`config.mk`:
```
export PLATFORM = sky130hd
export DESIGN_NAME = fda_diag_abort
export DESIGN_NICKNAME = d
export VERILOG_FILES = /design/src/fda_pkg.sv /design/src/fda_diag_abort.sv
export SDC_FILE = /design/constraint.sdc
export NUM_CORES = 1
export LEC_CHECK = 0
export ABC_AREA = 1
export BUFFER_PORTS_ARGS = -buffer_cell sky130_fd_sc_hd__buf_4
export CAP_MARGIN = 10
export CORE_MARGIN = 5
export CORE_UTILIZATION = 47
export DETAILED_ROUTE_END_ITERATION = 10
export PLACE_DENSITY = 0.61
export SYNTH_ARGS = -nofsm -noshare
export SYNTH_HDL_FRONTEND = slang
export SYNTH_SLANG_ARGS = --single-unit
```
`constraint.sdc`:
```
create_clock -name clk -period 6.35 [get_ports clk]
set_clock_uncertainty 0.05 [all_clocks]
set_input_delay 1.27 -clock clk [delete_from_list [all_inputs] [get_ports clk]]
set_output_delay 1.27 -clock clk [all_outputs]
set_load 0.03 [all_outputs]
```
`src/fda_pkg.sv`:
```
// constants and types for the fifo diagnostic and abort recovery block
// Contract
// - lane-select top bit 0 disables test access; 100..111 pick lanes 0..3.
// - test data write pushes byte into selected lane with parity-write bit 3.
// - test data read pops selected lane; parity appears in test status bit 3.
// - dma fifo is four lanes, each eight entries of nine bits.
// - with link fifo write enable set, output latch writes load the link fifo.
// - readback read pops link fifo and latches its parity in status bit 4.
// - generation off takes host parity pins; on gives odd or even parity.
// - abort stops instruction execution and resets nothing else.
// - reading dma status clears a pending abort interrupt.
// - interrupt status bit 7 requests abort; left set, it re-raises the interrupt.
// - abort waits for the host burst and, on receive, an empty dma fifo.
// - after abort or disconnect the byte counter holds bytes still to move.
// - (pointer low six minus counter low six) and 3F gives dma fifo bytes.
// - link status 1 bit 5 shows the output latch holds an unsent byte.
// - link status 1 bit 6 shows the holding register holds an unsent byte.
// - writing 1 to pointer register bit 6 clears both fifos.
// - writing the instruction pointer starts fetching a new sequence.
// - interrupt status bit 3 shows the device is connected on the link.
// - connected flag reflects selection during abort once the interrupt rises.
// - after unexpected disconnect the pointer is executing address plus 8.
package fda_pkg;
  localparam logic [3:0] DIAG_CTRL_ADDR     = 4'h0;
  localparam logic [3:0] DMA_TEST_DATA_ADDR = 4'h1;
  localparam logic [3:0] PARITY_WRITE_ADDR  = 4'h2;
  localparam logic [3:0] TEST_STATUS_ADDR   = 4'h3;
  localparam logic [3:0] LINK_READBACK_ADDR = 4'h4;
  localparam logic [3:0] OUT_LATCH_ADDR     = 4'h5;
  localparam logic [3:0] LINK_CTRL0_ADDR    = 4'h6;
  localparam logic [3:0] LINK_CTRL1_ADDR    = 4'h7;
  localparam logic [3:0] DMA_STATUS_ADDR    = 4'h8;
  localparam logic [3:0] INT_STATUS_ADDR    = 4'h9;
  localparam logic [3:0] BYTE_COUNT_ADDR    = 4'hA;
  localparam logic [3:0] IP_LO_ADDR         = 4'hB;
  localparam logic [3:0] IP_HI_ADDR         = 4'hC;
  localparam logic [3:0] LINK_STATUS1_ADDR  = 4'hD;
  localparam logic [3:0] DMA_PTR_ADDR       = 4'hE;

  localparam int LANE_EN_BIT     = 2;
  localparam int LINK_FIFO_WE_BIT = 3;
  localparam int PAR_WRITE_BIT   = 3;
  localparam int DMA_PAR_BIT     = 3;
  localparam int LINK_PAR_BIT    = 4;
  localparam int PAR_GEN_BIT     = 2;
  localparam int EVEN_PAR_BIT    = 2;
  localparam int ABORT_FLAG_BIT  = 4;
  localparam int SW_ABORT_BIT    = 7;
  localparam int CONNECTED_BIT   = 3;
  localparam int LATCH_FULL_BIT  = 5;
  localparam int HOLD_FULL_BIT   = 6;
  localparam int FIFO_CLEAR_BIT  = 6;

  localparam int LANES           = 4;
  localparam int DEPTH           = 8;
  localparam logic [5:0]  PTR_MASK = 6'h3F;
  localparam logic [15:0] IP_STEP  = 16'h0008;
  localparam logic [7:0]  RESET_BYTE = 8'h00;

  typedef struct packed {
    logic [3:0] addr;
    logic [7:0] wdata;
    logic       wr;
    logic       rd;
  } fda_bus_s;

  typedef struct packed {
    logic       par;
    logic [7:0] data;
  } fda_entry_s;
endpackage

```
`src/fda_diag_abort.sv`:
```
// fifo diagnostic access, abort sequencing and residual-count state
`timescale 1ns/1ns
`default_nettype none
module fda_diag_abort (
  input  wire logic              clk,
  input  wire logic              rst,
  input  wire fda_pkg::fda_bus_s bus,
  output logic [7:0]             rdData,
  input  wire logic [3:0]        hostParity,
  input  wire logic              abortPinN,
  input  wire logic              burstActive,
  input  wire logic              receiveMode,
  input  wire logic              dmaIn,
  input  wire logic              dmaOut,
  input  wire logic              instrFetch,
  input  wire logic              linkConnected,
  input  wire logic              linkDisconnect,
  input  wire logic              syncMode,
  input  wire logic              latchTake,
  input  wire logic              holdSent,
  output logic                   running,
  output logic                   startFetch,
  output logic [15:0]            instrPtr,
  output logic [7:0]             linkOutByte
);
  import fda_pkg::*;

  function automatic logic oddPar(input logic [7:0] d);
    oddPar = ~^d;
  endfunction

  logic [7:0]  diagCtrl_r;
  logic [7:0]  parWrite_r;
  logic [7:0]  ctrl0_r;
  logic [7:0]  ctrl1_r;
  logic        dmaPar_r;
  logic        linkPar_r;
  logic        swAbort_r;
  logic        abortPend_r;
  logic        abortFlag_r;
  logic        running_r;
  logic        start_r;
  logic [15:0] ip_r;
  logic [7:0]  byteCnt_r;
  logic [5:0]  fifoPtr_r;
  logic        latchFull_r;
  logic        holdFull_r;
  logic [7:0]  latch_r;
  logic [7:0]  hold_r;
  logic [7:0]  rdData_r;
  fda_entry_s  lane_r [LANES][DEPTH];
  logic [2:0]  laneWp_r [LANES];
  logic [2:0]  laneRp_r [LANES];
  logic [3:0]  laneCnt_r [LANES];
  fda_entry_s  link_r [DEPTH];
  logic [2:0]  linkWp_r;
  logic [2:0]  linkRp_r;
  logic [3:0]  linkCnt_r;

  logic        wrHit [16];
  logic        rdHit [16];
  logic        laneOn;
  logic [1:0]  laneSel;
  logic        lanePush;
  logic        lanePop;
  logic        linkPush;
  logic        linkPop;
  logic        fifoClear;
  logic        linkParIn;
  logic        abortReq;
  logic        abortFire;
  logic        statusRead;
  fda_entry_s  laneHead;
  fda_entry_s  linkHead;

  always_comb begin
    for (int i = 0; i < 16; i++) begin
      wrHit[i] = bus.wr && (bus.addr == 4'(i));
      rdHit[i] = bus.rd && (bus.addr == 4'(i));
    end
  end

  assign laneOn    = diagCtrl_r[LANE_EN_BIT];
  assign laneSel   = diagCtrl_r[1:0];
  assign lanePush  = laneOn && wrHit[DMA_TEST_DATA_ADDR]
                     && (laneCnt_r[laneSel] != 4'(DEPTH));
  assign lanePop   = laneOn && rdHit[DMA_TEST_DATA_ADDR]
                     && (laneCnt_r[laneSel] != 4'h0);
  assign linkPush  = diagCtrl_r[LINK_FIFO_WE_BIT] && wrHit[OUT_LATCH_ADDR]
                     && (linkCnt_r != 4'(DEPTH));
  assign linkPop   = rdHit[LINK_READBACK_ADDR] && (linkCnt_r != 4'h0);
  assign fifoClear = wrHit[DMA_PTR_ADDR] && bus.wdata[FIFO_CLEAR_BIT];
  assign laneHead  = lane_r[laneSel][laneRp_r[laneSel]];
  assign linkHead  = link_r[linkRp_r];
  assign statusRead = rdHit[DMA_STATUS_ADDR];

  // pass-through uses the pin of the lane the byte arrives on, lane 0 here
  always_comb begin
    if (!ctrl0_r[PAR_GEN_BIT]) begin
      linkParIn = hostParity[0];
    end else if (ctrl1_r[EVEN_PAR_BIT]) begin
      linkParIn = ~oddPar(bus.wdata);
    end else begin
      linkParIn = oddPar(bus.wdata);
    end
  end

  // the shared pin only aborts while generation is off
  assign abortReq  = swAbort_r || (!abortPinN && !ctrl0_r[PAR_GEN_BIT]);
  assign abortFire = abortPend_r && !burstActive
                     && !(receiveMode && laneCnt_r[0] != 4'h0
                          && fifoPtr_r != byteCnt_r[5:0]);

  always_ff @(posedge clk or posedge rst) begin
    if (rst) begin
      diagCtrl_r <= RESET_BYTE;
      parWrite_r <= RESET_BYTE;
      ctrl0_r    <= RESET_BYTE;
      ctrl1_r    <= RESET_BYTE;
    end else begin
      if (wrHit[DIAG_CTRL_ADDR]) begin
        diagCtrl_r <= {4'h0, bus.wdata[3:0]};
      end
      if (wrHit[PARITY_WRITE_ADDR]) begin
        parWrite_r <= bus.wdata;
      end
      if (wrHit[LINK_CTRL0_ADDR]) begin
        ctrl0_r <= bus.wdata;
      end
      if (wrHit[LINK_CTRL1_ADDR]) begin
        ctrl1_r <= bus.wdata;
      end
    end
  end

  // dma fifo lanes: circular, so read order equals write order
  always_ff @(posedge clk or posedge rst) begin
    if (rst) begin
      for (int l = 0; l < LANES; l++) begin
        laneWp_r[l]  <= 3'h0;
        laneRp_r[l]  <= 3'h0;
        laneCnt_r[l] <= 4'h0;
      end
    end else if (fifoClear) begin
      for (int l = 0; l < LANES; l++) begin
        laneWp_r[l]  <= 3'h0;
        laneRp_r[l]  <= 3'h0;
        laneCnt_r[l] <= 4'h0;
      end
    end else begin
      if (lanePush) begin
        laneWp_r[laneSel] <= laneWp_r[laneSel] + 3'h1;
      end
      if (lanePop) begin
        laneRp_r[laneSel] <= laneRp_r[laneSel] + 3'h1;
      end
      if (lanePush && !lanePop) begin
        laneCnt_r[laneSel] <= laneCnt_r[laneSel] + 4'h1;
      end else if (lanePop && !lanePush) begin
        laneCnt_r[laneSel] <= laneCnt_r[laneSel] - 4'h1;
      end
    end
  end

  // storage has no reset; empty is known from the counts
  always_ff @(posedge clk) begin
    if (lanePush) begin
      lane_r[laneSel][laneWp_r[laneSel]] <= '{par: parWrite_r[PAR_WRITE_BIT],
                                             data: bus.wdata};
    end
    if (linkPush) begin
      link_r[linkWp_r] <= '{par: linkParIn, data: bus.wdata};
    end
  end

  always_ff @(posedge clk or posedge rst) begin
    if (rst) begin
      linkWp_r  <= 3'h0;
      linkRp_r  <= 3'h0;
      linkCnt_r <= 4'h0;
    end else if (fifoClear) begin
      linkWp_r  <= 3'h0;
      linkRp_r  <= 3'h0;
      linkCnt_r <= 4'h0;
    end else begin
      if (linkPush) begin
        linkWp_r <= linkWp_r + 3'h1;
      end
      if (linkPop) begin
        linkRp_r <= linkRp_r + 3'h1;
      end
      if (linkPush && !linkPop) begin
        linkCnt_r <= linkCnt_r + 4'h1;
      end else if (linkPop && !linkPush) begin
        linkCnt_r <= linkCnt_r - 4'h1;
      end
    end
  end

  always_ff @(posedge clk or posedge rst) begin
    if (rst) begin
      dmaPar_r  <= 1'b0;
      linkPar_r <= 1'b0;
    end else begin
      if (lanePop) begin
        dmaPar_r <= laneHead.par;
      end
      if (linkPop) begin
        linkPar_r <= linkHead.par;
      end
    end
  end

  // output latch and holding register, the residual bytes outside the fifo
  always_ff @(posedge clk or posedge rst) begin
    if (rst) begin
      latchFull_r <= 1'b0;
      holdFull_r  <= 1'b0;
      latch_r     <= RESET_BYTE;
      hold_r      <= RESET_BYTE;
    end else begin
      if (wrHit[OUT_LATCH_ADDR] && !diagCtrl_r[LINK_FIFO_WE_BIT]) begin
        latch_r     <= bus.wdata;
        latchFull_r <= 1'b1;
      end else if (latchTake && latchFull_r) begin
        latchFull_r <= 1'b0;
      end
      if (latchTake && latchFull_r && syncMode) begin
        hold_r     <= latch_r;
        holdFull_r <= 1'b1;
      end else if (holdSent) begin
        holdFull_r <= 1'b0;
      end
    end
  end

  // counter drops as bytes enter the fifo, pointer as they leave
  always_ff @(posedge clk or posedge rst) begin
    if (rst) begin
      byteCnt_r <= RESET_BYTE;
      fifoPtr_r <= 6'h00;
    end else if (wrHit[BYTE_COUNT_ADDR]) begin
      byteCnt_r <= bus.wdata;
      fifoPtr_r <= bus.wdata[5:0];
    end else begin
      if (dmaIn && running_r && byteCnt_r != 8'h00) begin
        byteCnt_r <= byteCnt_r - 8'h01;
      end
      if (dmaOut && running_r) begin
        fifoPtr_r <= fifoPtr_r - 6'h01;
      end
    end
  end

  always_ff @(posedge clk or posedge rst) begin
    if (rst) begin
      swAbort_r <= 1'b0;
    end else if (wrHit[INT_STATUS_ADDR]) begin
      swAbort_r <= bus.wdata[SW_ABORT_BIT];
    end
  end

  // abort touches only the sequencer and its flag
  always_ff @(posedge clk or posedge rst) begin
    if (rst) begin
      abortPend_r <= 1'b0;
      abortFlag_r <= 1'b0;
    end else begin
      if (abortFire) begin
        abortPend_r <= 1'b0;
      end else if (abortReq && !abortFlag_r) begin
        abortPend_r <= 1'b1;
      end
      if (abortFire) begin
        abortFlag_r <= 1'b1;
      end else if (statusRead) begin
        abortFlag_r <= 1'b0;
      end
    end
  end

  // a high pointer byte write starts the sequencer; abort, disconnect or a request while idle stops it
  always_ff @(posedge clk or posedge rst) begin
    if (rst) begin
      running_r <= 1'b0;
      start_r   <= 1'b0;
      ip_r      <= 16'h0000;
    end else begin
      start_r <= wrHit[IP_HI_ADDR];
      if (wrHit[IP_LO_ADDR]) begin
        ip_r[7:0] <= bus.wdata;
      end else if (wrHit[IP_HI_ADDR]) begin
        ip_r[15:8] <= bus.wdata;
      end else if (instrFetch && running_r) begin
        ip_r <= ip_r + IP_STEP;
      end
      if (wrHit[IP_HI_ADDR]) begin
        running_r <= 1'b1;
      end else if (abortFire || linkDisconnect || (abortReq && !running_r)) begin
        running_r <= 1'b0;
      end
    end
  end

  always_ff @(posedge clk or posedge rst) begin
    if (rst) begin
      rdData_r <= RESET_BYTE;
    end else begin
      rdData_r <= RESET_BYTE;
      if (bus.rd) begin
        unique case (bus.addr)
          DIAG_CTRL_ADDR:     rdData_r <= diagCtrl_r;
          DMA_TEST_DATA_ADDR: rdData_r <= lanePop ? laneHead.data : RESET_BYTE;
          PARITY_WRITE_ADDR:  rdData_r <= parWrite_r;
          TEST_STATUS_ADDR:   rdData_r <= 8'({6'h00, linkPar_r, dmaPar_r} << DMA_PAR_BIT);
          LINK_READBACK_ADDR: rdData_r <= linkPop ? linkHead.data : RESET_BYTE;
          OUT_LATCH_ADDR:     rdData_r <= latch_r;
          LINK_CTRL0_ADDR:    rdData_r <= ctrl0_r;
          LINK_CTRL1_ADDR:    rdData_r <= ctrl1_r;
          DMA_STATUS_ADDR:    rdData_r <= 8'({7'h0, abortFlag_r} << ABORT_FLAG_BIT);
          INT_STATUS_ADDR:   rdData_r <= {swAbort_r, 3'h0, linkConnected, 3'h0};
          BYTE_COUNT_ADDR:    rdData_r <= byteCnt_r;
          IP_LO_ADDR:         rdData_r <= ip_r[7:0];
          IP_HI_ADDR:         rdData_r <= ip_r[15:8];
          LINK_STATUS1_ADDR: rdData_r <= {1'b0, holdFull_r, latchFull_r, 5'h00};
          DMA_PTR_ADDR:       rdData_r <= {2'h0, fifoPtr_r};
          default:            rdData_r <= RESET_BYTE;
        endcase
      end
    end
  end

  assign rdData      = rdData_r;
  assign running     = running_r;
  assign startFetch  = start_r;
  assign instrPtr    = ip_r;
  assign linkOutByte = holdFull_r ? hold_r : latch_r;
endmodule
`default_nettype wire

```
==> results of run 1 <==
## routing by layer
metal,wire length [microns],global-route usage (%)
met5,0,0
met4,1800,7.38
met3,4120,3.25
met2,27400,35.0
met1,26400,32.7
## area by class of cell
class / instances / area [sq um]
Clock buffer: 70 / 1460
Inverter: 140 / 531
Multi-Input combinational cell: 1552 / 7010
Tap cell: 607 / 759
Timing Repair Buffer: 82 / 616
Sequential cell: 501 / 14300
Fill cell: 4207 / 21800
Clock inverter: 29 / 239
## worst register-to-register path, stage by stage, from the launching register on
cell	delay (ps)
dfrtp_4	870
inv_2	500
nand2_1	320
buf_4	300
o21ai_0	120
nor3_1	520
inv_1	140
nor2_1	290
nand2_1	160
nor2_1	730
## layout by cell type (no fill, tap or decap), types with 4 or more instances in the layout
cell	n
nor3_1	27
nand2_2	4
dfrtp_1	139
inv_2	11
ha_1	12
edfxtp_1	360
nand2_1	704
o21ai_0	126
inv_1	123
nand3_1	278
nor2_2	10
xnor2_1	9
clkinv_1	12
a21oi_1	54
o211ai_1	4
o22ai_1	39
buf_4	82
xor2_1	11
nand4_1	13
clkbuf_16	55
o221ai_1	13
clkinv_2	14
nor2_1	219
clkbuf_1	12
## power by group through the flow
| stage | Clock (mW) | Sequential [mW] | Combinational (mW) |
|---|---|---|---|
| finish | 3.04 | 4.02 | 2.19 |
| CTS | 3.09 | 4.02 | 2.17 |
| global placement | 0 | 4.07 | 2.13 |
| detailed placement | 0 | 4.08 | 2.16 |
| floorplan | 0 | 4.00 | 1.52 |
| global route | 3.22 | 4.05 | 2.44 |
## cell families after synthesis
family / count (synthesis) / synth area share [%]
adder cells (fa/ha/maj): 13 / 0.763
XOR/XNOR: 20 / 0.786
AO/OA/AOI/OAI: 252 / 6.33
flip-flops: 501 / 64.3
AND/OR/NAND/NOR: 1267 / 23.5
buffers and inverters: 233 / 4.28
## worst min-delay path by stage
stage,start,cells after the start,end,slack (ps)
2_1_floorplan,laneCnt_r[11]$_DFFE_PP0P_,2,laneCnt_r[11]$_DFFE_PP0P_,390
3_3_place_gp,laneCnt_r[7]$_DFFE_PP0P_,2,laneCnt_r[7]$_DFFE_PP0P_,410
3_5_place_dp,laneCnt_r[3]$_DFFE_PP0P_,2,laneCnt_r[3]$_DFFE_PP0P_,410
4_1_cts,laneCnt_r[3]$_DFFE_PP0P_,2,laneCnt_r[3]$_DFFE_PP0P_,430
5_1_grt,parWrite_r[1]$_DFFE_PP0P_,2,parWrite_r[1]$_DFFE_PP0P_,450
6_report,laneCnt_r[11]$_DFFE_PP0P_,2,laneCnt_r[11]$_DFFE_PP0P_,420
## metrics by stage
step	util [%]	power (mW)	cells	hold WS (ps)	worst slack, ps
6_report	53.4	9.25	2981	425	1950
5_1_grt	53.4	9.71	2981	451	1590
4_1_cts	53.4	9.28	2981	432	2030
3_5_place_dp	49.7	6.24	2882	414	2040
3_3_place_gp	49.7	6.20	2881	408	2130
2_1_floorplan	-	5.52	2286	392	1250
## registers in the layout, indices dropped and copies added (netlist names), 12 cells and up
| signal | cells |
|---|---|
| laneRp_r | 12 |
| instrPtr | 16 |
| laneWp_r | 12 |
| laneCnt_r | 16 |
| lane_r | 288 |
| link_r | 72 |
==> results.sh, run 1 <==
export IMPL_ios=65
export IMPL_ff2ff_setup_slack_ps=1950
export IMPL_crit_cells=9
export IMPL_die_y_microns=228
export IMPL_fin_setup_tns_ps=0
export IMPL_r2r_end="lane_r[0][54]$_DFFE_PP_"
export IMPL_grt_pass1_vias=15600
export IMPL_pwr_share_clk_pct=32.8
export IMPL_r2r_cells=9
export IMPL_synthTopCellsByArea="edfxtp_1 (48%), dfrtp_1 (16%), nand2_1 (12%)"
export IMPL_p_leak_nw=10.3
export IMPL_yosysTopAreaCell="edfxtp_1"
export IMPL_rsz0062_at_grt="false"
export IMPL_worst_setup_path_type="flip-flop to flip-flop"
export IMPL_clkSlewWorstSetupHoldPaths_ps=60
export IMPL_syn_nets=2330
export IMPL_cts_resized=0
export IMPL_setup_violations=0
export IMPL_drt_first_pass_iters=6
export IMPL_startpoint_type="flip-flop"
export IMPL_ir_drop_mv=0.235
export IMPL_grt_first_pass_wirelength_microns=91900
export IMPL_min_path_type="flip-flop to flip-flop"
export IMPL_grtUsageTotal_pct=22.4
export IMPL_fin_nets=2375
export IMPL_final_max_slew_viol_count=0
export IMPL_crit_chain="inv_2, nand2_1, buf_4, o21ai_0, nor3_1, inv_1, nor2_1, nand2_1, nor2_1"
export IMPL_yosys_top_cells_count="nand2_1 (704), edfxtp_1 (360), nand3_1 (278)"
export IMPL_overflow=0
export IMPL_r2r_start="diagCtrl_r[1]$_DFFE_PP0P_"
export IMPL_power_internal_mw=6.14
export IMPL_htreeDepth=2
export IMPL_root_buffer="clkbuf_16"
export IMPL_arrival_ps=4570
export IMPL_routedWlPerCell_microns=20.0
export IMPL_synth_ff_type="edfxtp_1"
export IMPL_period_needed_ps=4400
export IMPL_synth_area_sq_um=22300
export IMPL_power_frac_comb_pct=23.7
export IMPL_die_area_sq_um=51900
export IMPL_io_buffers=61
export IMPL_layout_area_overhead_vs_synth_pct=12.0
export IMPL_status="finished, final reports clean"
export IMPL_wirelength_microns=59700
export IMPL_core_area_sq_um=46800
export IMPL_drv_cap=0
export IMPL_synth_seq_cells=501
export IMPL_n_antenna_cell=0
export IMPL_clk_path_buf_depth=3
export IMPL_cts_num_sinks=501
export IMPL_yosysUniqueCellTypes=42
export IMPL_startpoint="diagCtrl_r[1]$_DFFE_PP0P_"
export IMPL_gp_congestion=0.951
export IMPL_cts_tree="built"
export IMPL_yosysMostFrequentCell="nand2_1"
export IMPL_swShare_pct=33.6
export IMPL_p_per_area_nw_per_um2=371
export IMPL_start_util_pct=47.7
export IMPL_tightestPinTransition_ps=1190
export IMPL_place_area_sq_um=23300
export IMPL_drtIter0Drc=1850
export IMPL_die_w_microns=228
export IMPL_period_share_pct=69.3
export IMPL_path_buf_inv=3
export IMPL_cp_data_required_time_ps=6520
export IMPL_p_switching_mw=3.11
export IMPL_cp_end_kind="flip-flop"
export IMPL_worst_path_max_delay_cell="dfrtp_4"
export IMPL_postSynthCellCount=2286
export IMPL_slew_headroom_pct=20.4
export IMPL_crit_family="simple AND/OR/NAND/NOR gates"
export IMPL_synth_top_cell_area_share_pct=48.5
export IMPL_endpoint="lane_r[0][54]$_DFFE_PP_"
export IMPL_vias=16600
export IMPL_layout_drive_gt1_share_pct=8.34
export IMPL_p_seq_share_pct=43.5
export IMPL_avgViaCountPerCell=5.58
export IMPL_place_hpwl_microns=37600
export IMPL_grt_max_degree=97
export IMPL_ys_warn_count=0
export IMPL_fin_area_sq_um=25000
export IMPL_cts_buffers=54
export IMPL_critical_path_max_stage_delay_ps=870
export IMPL_antenna_found_initial=0
export IMPL_route_detailed_drc=0
export IMPL_cts_hold_buf=0
export IMPL_hold_violations=0
export IMPL_synth_edf_count=360
export IMPL_async_flop_share_pct=28.1
export IMPL_rows=79
export IMPL_syn_avg_cell_area_sq_um=9.75
export IMPL_seq_area_frac_synth_pct=64.3
export IMPL_clock_latency_ps=610
export IMPL_cts_setup_buffers=0
export IMPL_ant_nets=0
export IMPL_crit_fanout=61
export IMPL_max_freq_mhz=227
No activity file was read; power rests on OpenSTA's default activity.
==> inputs of run 2 (changes only) <==
==> constraint.sdc (replaced) <==
create_clock -name clk -period 4.18 [get_ports clk]
set_clock_uncertainty 0.05 [all_clocks]
set_input_delay 0.836 -clock clk [delete_from_list [all_inputs] [get_ports clk]]
set_output_delay 0.836 -clock clk [all_outputs]
set_load 0.03 [all_outputs]
==> results.sh, run 2 (synthesis gave the netlist of run 1 again) <==
export IMPL_status="finished, final reports clean"
export IMPL_tightestPinTransition_ps=1030
export IMPL_rsz0062_at_grt="false"
export IMPL_die_y_microns=228
export IMPL_ff2ff_setup_slack_ps=770
export IMPL_cts_tree="built"
export IMPL_final_common_cell="nand2_1"
export IMPL_r2r_end="lane_r[3][48]$_DFFE_PP_"
export IMPL_r2r_start="diagCtrl_r[0]$_DFFE_PP0P_"
export IMPL_grt_first_pass_wirelength_microns=94400
export IMPL_n_antenna_cell=0
export IMPL_period_needed_ps=3410
export IMPL_regArea_sq_um=14300
export IMPL_setup_ws_ps=769
export IMPL_io_buffers=61
export IMPL_start_util_pct=47.7
export IMPL_wirelength_microns=61200
export IMPL_ios=65
export IMPL_route_detailed_drc=0
export IMPL_cp_data_required_time_ps=4350
export IMPL_clock_latency_ps=600
export IMPL_largest_register_ffs=288
export IMPL_core_area_sq_um=46800
export IMPL_layout_drive_gt1_share_pct=10.2
export IMPL_die_area_sq_um=51900
export IMPL_startpoint_type="flip-flop"
export IMPL_ir_drop_mv=0.397
export IMPL_crit_chain="inv_2, nand3_1, nand2_1, nor2_2, ha_1, nand3_1, nor2_1, nor2_2, nand2_1, inv_2, nand2_1, nor2_1"
export IMPL_clkSlewWorstSetupHoldPaths_ps=60
export IMPL_antenna_found_initial=0
export IMPL_die_w_microns=228
export IMPL_critical_path_max_stage_delay_ps=670
export IMPL_min_delay_start="holdSent"
export IMPL_worst_path_max_delay_cell="nor2_1"
export IMPL_htreeDepth=2
export IMPL_fin_setup_tns_ps=0
export IMPL_layout_common_cells="nand2_1 (704), edfxtp_1 (360), nand3_1 (278), nor2_1 (219), dfrtp_1 (139)"
export IMPL_cts_resized=0
export IMPL_grtUsageTotal_pct=23.0
export IMPL_drv_cap=0
export IMPL_multi_input_area_sq_um=7010
export IMPL_utilization_pct=54.4
export IMPL_r2r_cells=12
export IMPL_setup_violations=0
export IMPL_routedWlPerCell_microns=20.2
export IMPL_clk_path_buf_depth=3
export IMPL_grt_max_degree=62
export IMPL_cts_buffers=55
export IMPL_place_hpwl_microns=39300
export IMPL_place_area_sq_um=23600
export IMPL_p_leak_nw=10.6
export IMPL_worst_setup_path_type="flip-flop to flip-flop"
export IMPL_vias=16700
export IMPL_rows=79
export IMPL_layout_area_overhead_vs_synth_pct=14.1
export IMPL_grt_pass1_vias=15800
export IMPL_path_common_cell="nand2_1"
export IMPL_period_share_pct=81.6
export IMPL_crit_fanout=21
export IMPL_fin_area_sq_um=25400
export IMPL_final_max_slew_viol_count=0
export IMPL_p_per_area_nw_per_um2=567
export IMPL_fill_cells=4083
export IMPL_root_buffer="clkbuf_16"
export IMPL_cts_hold_buf=0
export IMPL_min_path_type="input port to flip-flop"
export IMPL_arrival_ps=3590
export IMPL_slew_headroom_pct=31.4
export IMPL_drtIter0Drc=1693
export IMPL_ant_nets=0
export IMPL_drt_first_pass_iters=5
export IMPL_hold_violations=0
export IMPL_avgViaCountPerCell=5.52
export IMPL_place_ws_ps=753
export IMPL_cts_num_sinks=501
export IMPL_cts_setup_buffers=0
export IMPL_cp_end_kind="flip-flop"
export IMPL_max_freq_mhz=293
export IMPL_gp_congestion=0.935
export IMPL_overflow=0
export IMPL_startpoint="diagCtrl_r[0]$_DFFE_PP0P_"
export IMPL_whs_path_depth=2
export IMPL_fin_nets=2421
export IMPL_endpoint="lane_r[3][48]$_DFFE_PP_"
==> run 2: cell count changes in the layout (fill, tap and decap cells not counted), moves of 3 or more <==
| cell | before | now |
|---|---|---|
| bufinv_16 | 3 | 9 |
| buf_4 | 82 | 125 |
| clkinv_1 | 12 | 15 |
| clkbuf_1 | 12 | 7 |
| clkbuf_8 | 3 | 0 |
==> run 2: layout make-up <==
class	instances	share of cell area, %
Clock buffer	62	5.51
Clock inverter	39	1.65
Inverter	140	2.08
Multi-Input combinational cell	1552	27.5
Sequential cell	501	56.4
Tap cell	607	2.98
Timing Repair Buffer	127	3.85
==> run 2: layer usage <==
layer	GRT usage [%]	up-vias	routed length (microns)	share of wire (%)
li1	-	7955	-	-
met1	33.8	8096	27300	45
met2	36.1	581	28000	46
met3	3.48	95	4340	7.1
met4	6.37	0	1530	2.5
met5	0	-	0	0
==> run 2: worst max-delay path, delay by kind of cell, from the launching register on <==
| kind | cells | cell delay [ps] |
|---|---|---|
| flops | 1 | 600 |
| simple gates | 9 | 1740 |
| fa+ha+maj | 1 | 230 |
| buf+inv | 2 | 390 |
==> run 2: report_power, final <==
group,switching (mW),internal [mW]
Clock,1.99,2.95
Combinational,2.46,1.02
Sequential,0.320,5.70
==> run 2: how the worst min path moves through the flow <==
| stage | endpoint | slack [ps] |
|---|---|---|
| 2_1_floorplan | laneCnt_r[11]$_DFFE_PP0P_ | 390 |
| 3_3_place_gp | laneCnt_r[3]$_DFFE_PP0P_ | 420 |
| 3_5_place_dp | laneCnt_r[11]$_DFFE_PP0P_ | 410 |
| 4_1_cts | holdFull_r$_DFFE_PP0P_ | 340 |
| 5_1_grt | holdFull_r$_DFFE_PP0P_ | 350 |
| 6_report | holdFull_r$_DFFE_PP0P_ | 360 |
==> run 2: stage by stage <==
stage,hold slack (ps),instances,total power [mW]
6_report,360,3028,14.4
3_3_place_gp,417,2927,9.48
5_1_grt,353,3028,15.1
2_1_floorplan,392,2286,8.38
4_1_cts,335,3028,14.5
3_5_place_dp,412,2927,9.54
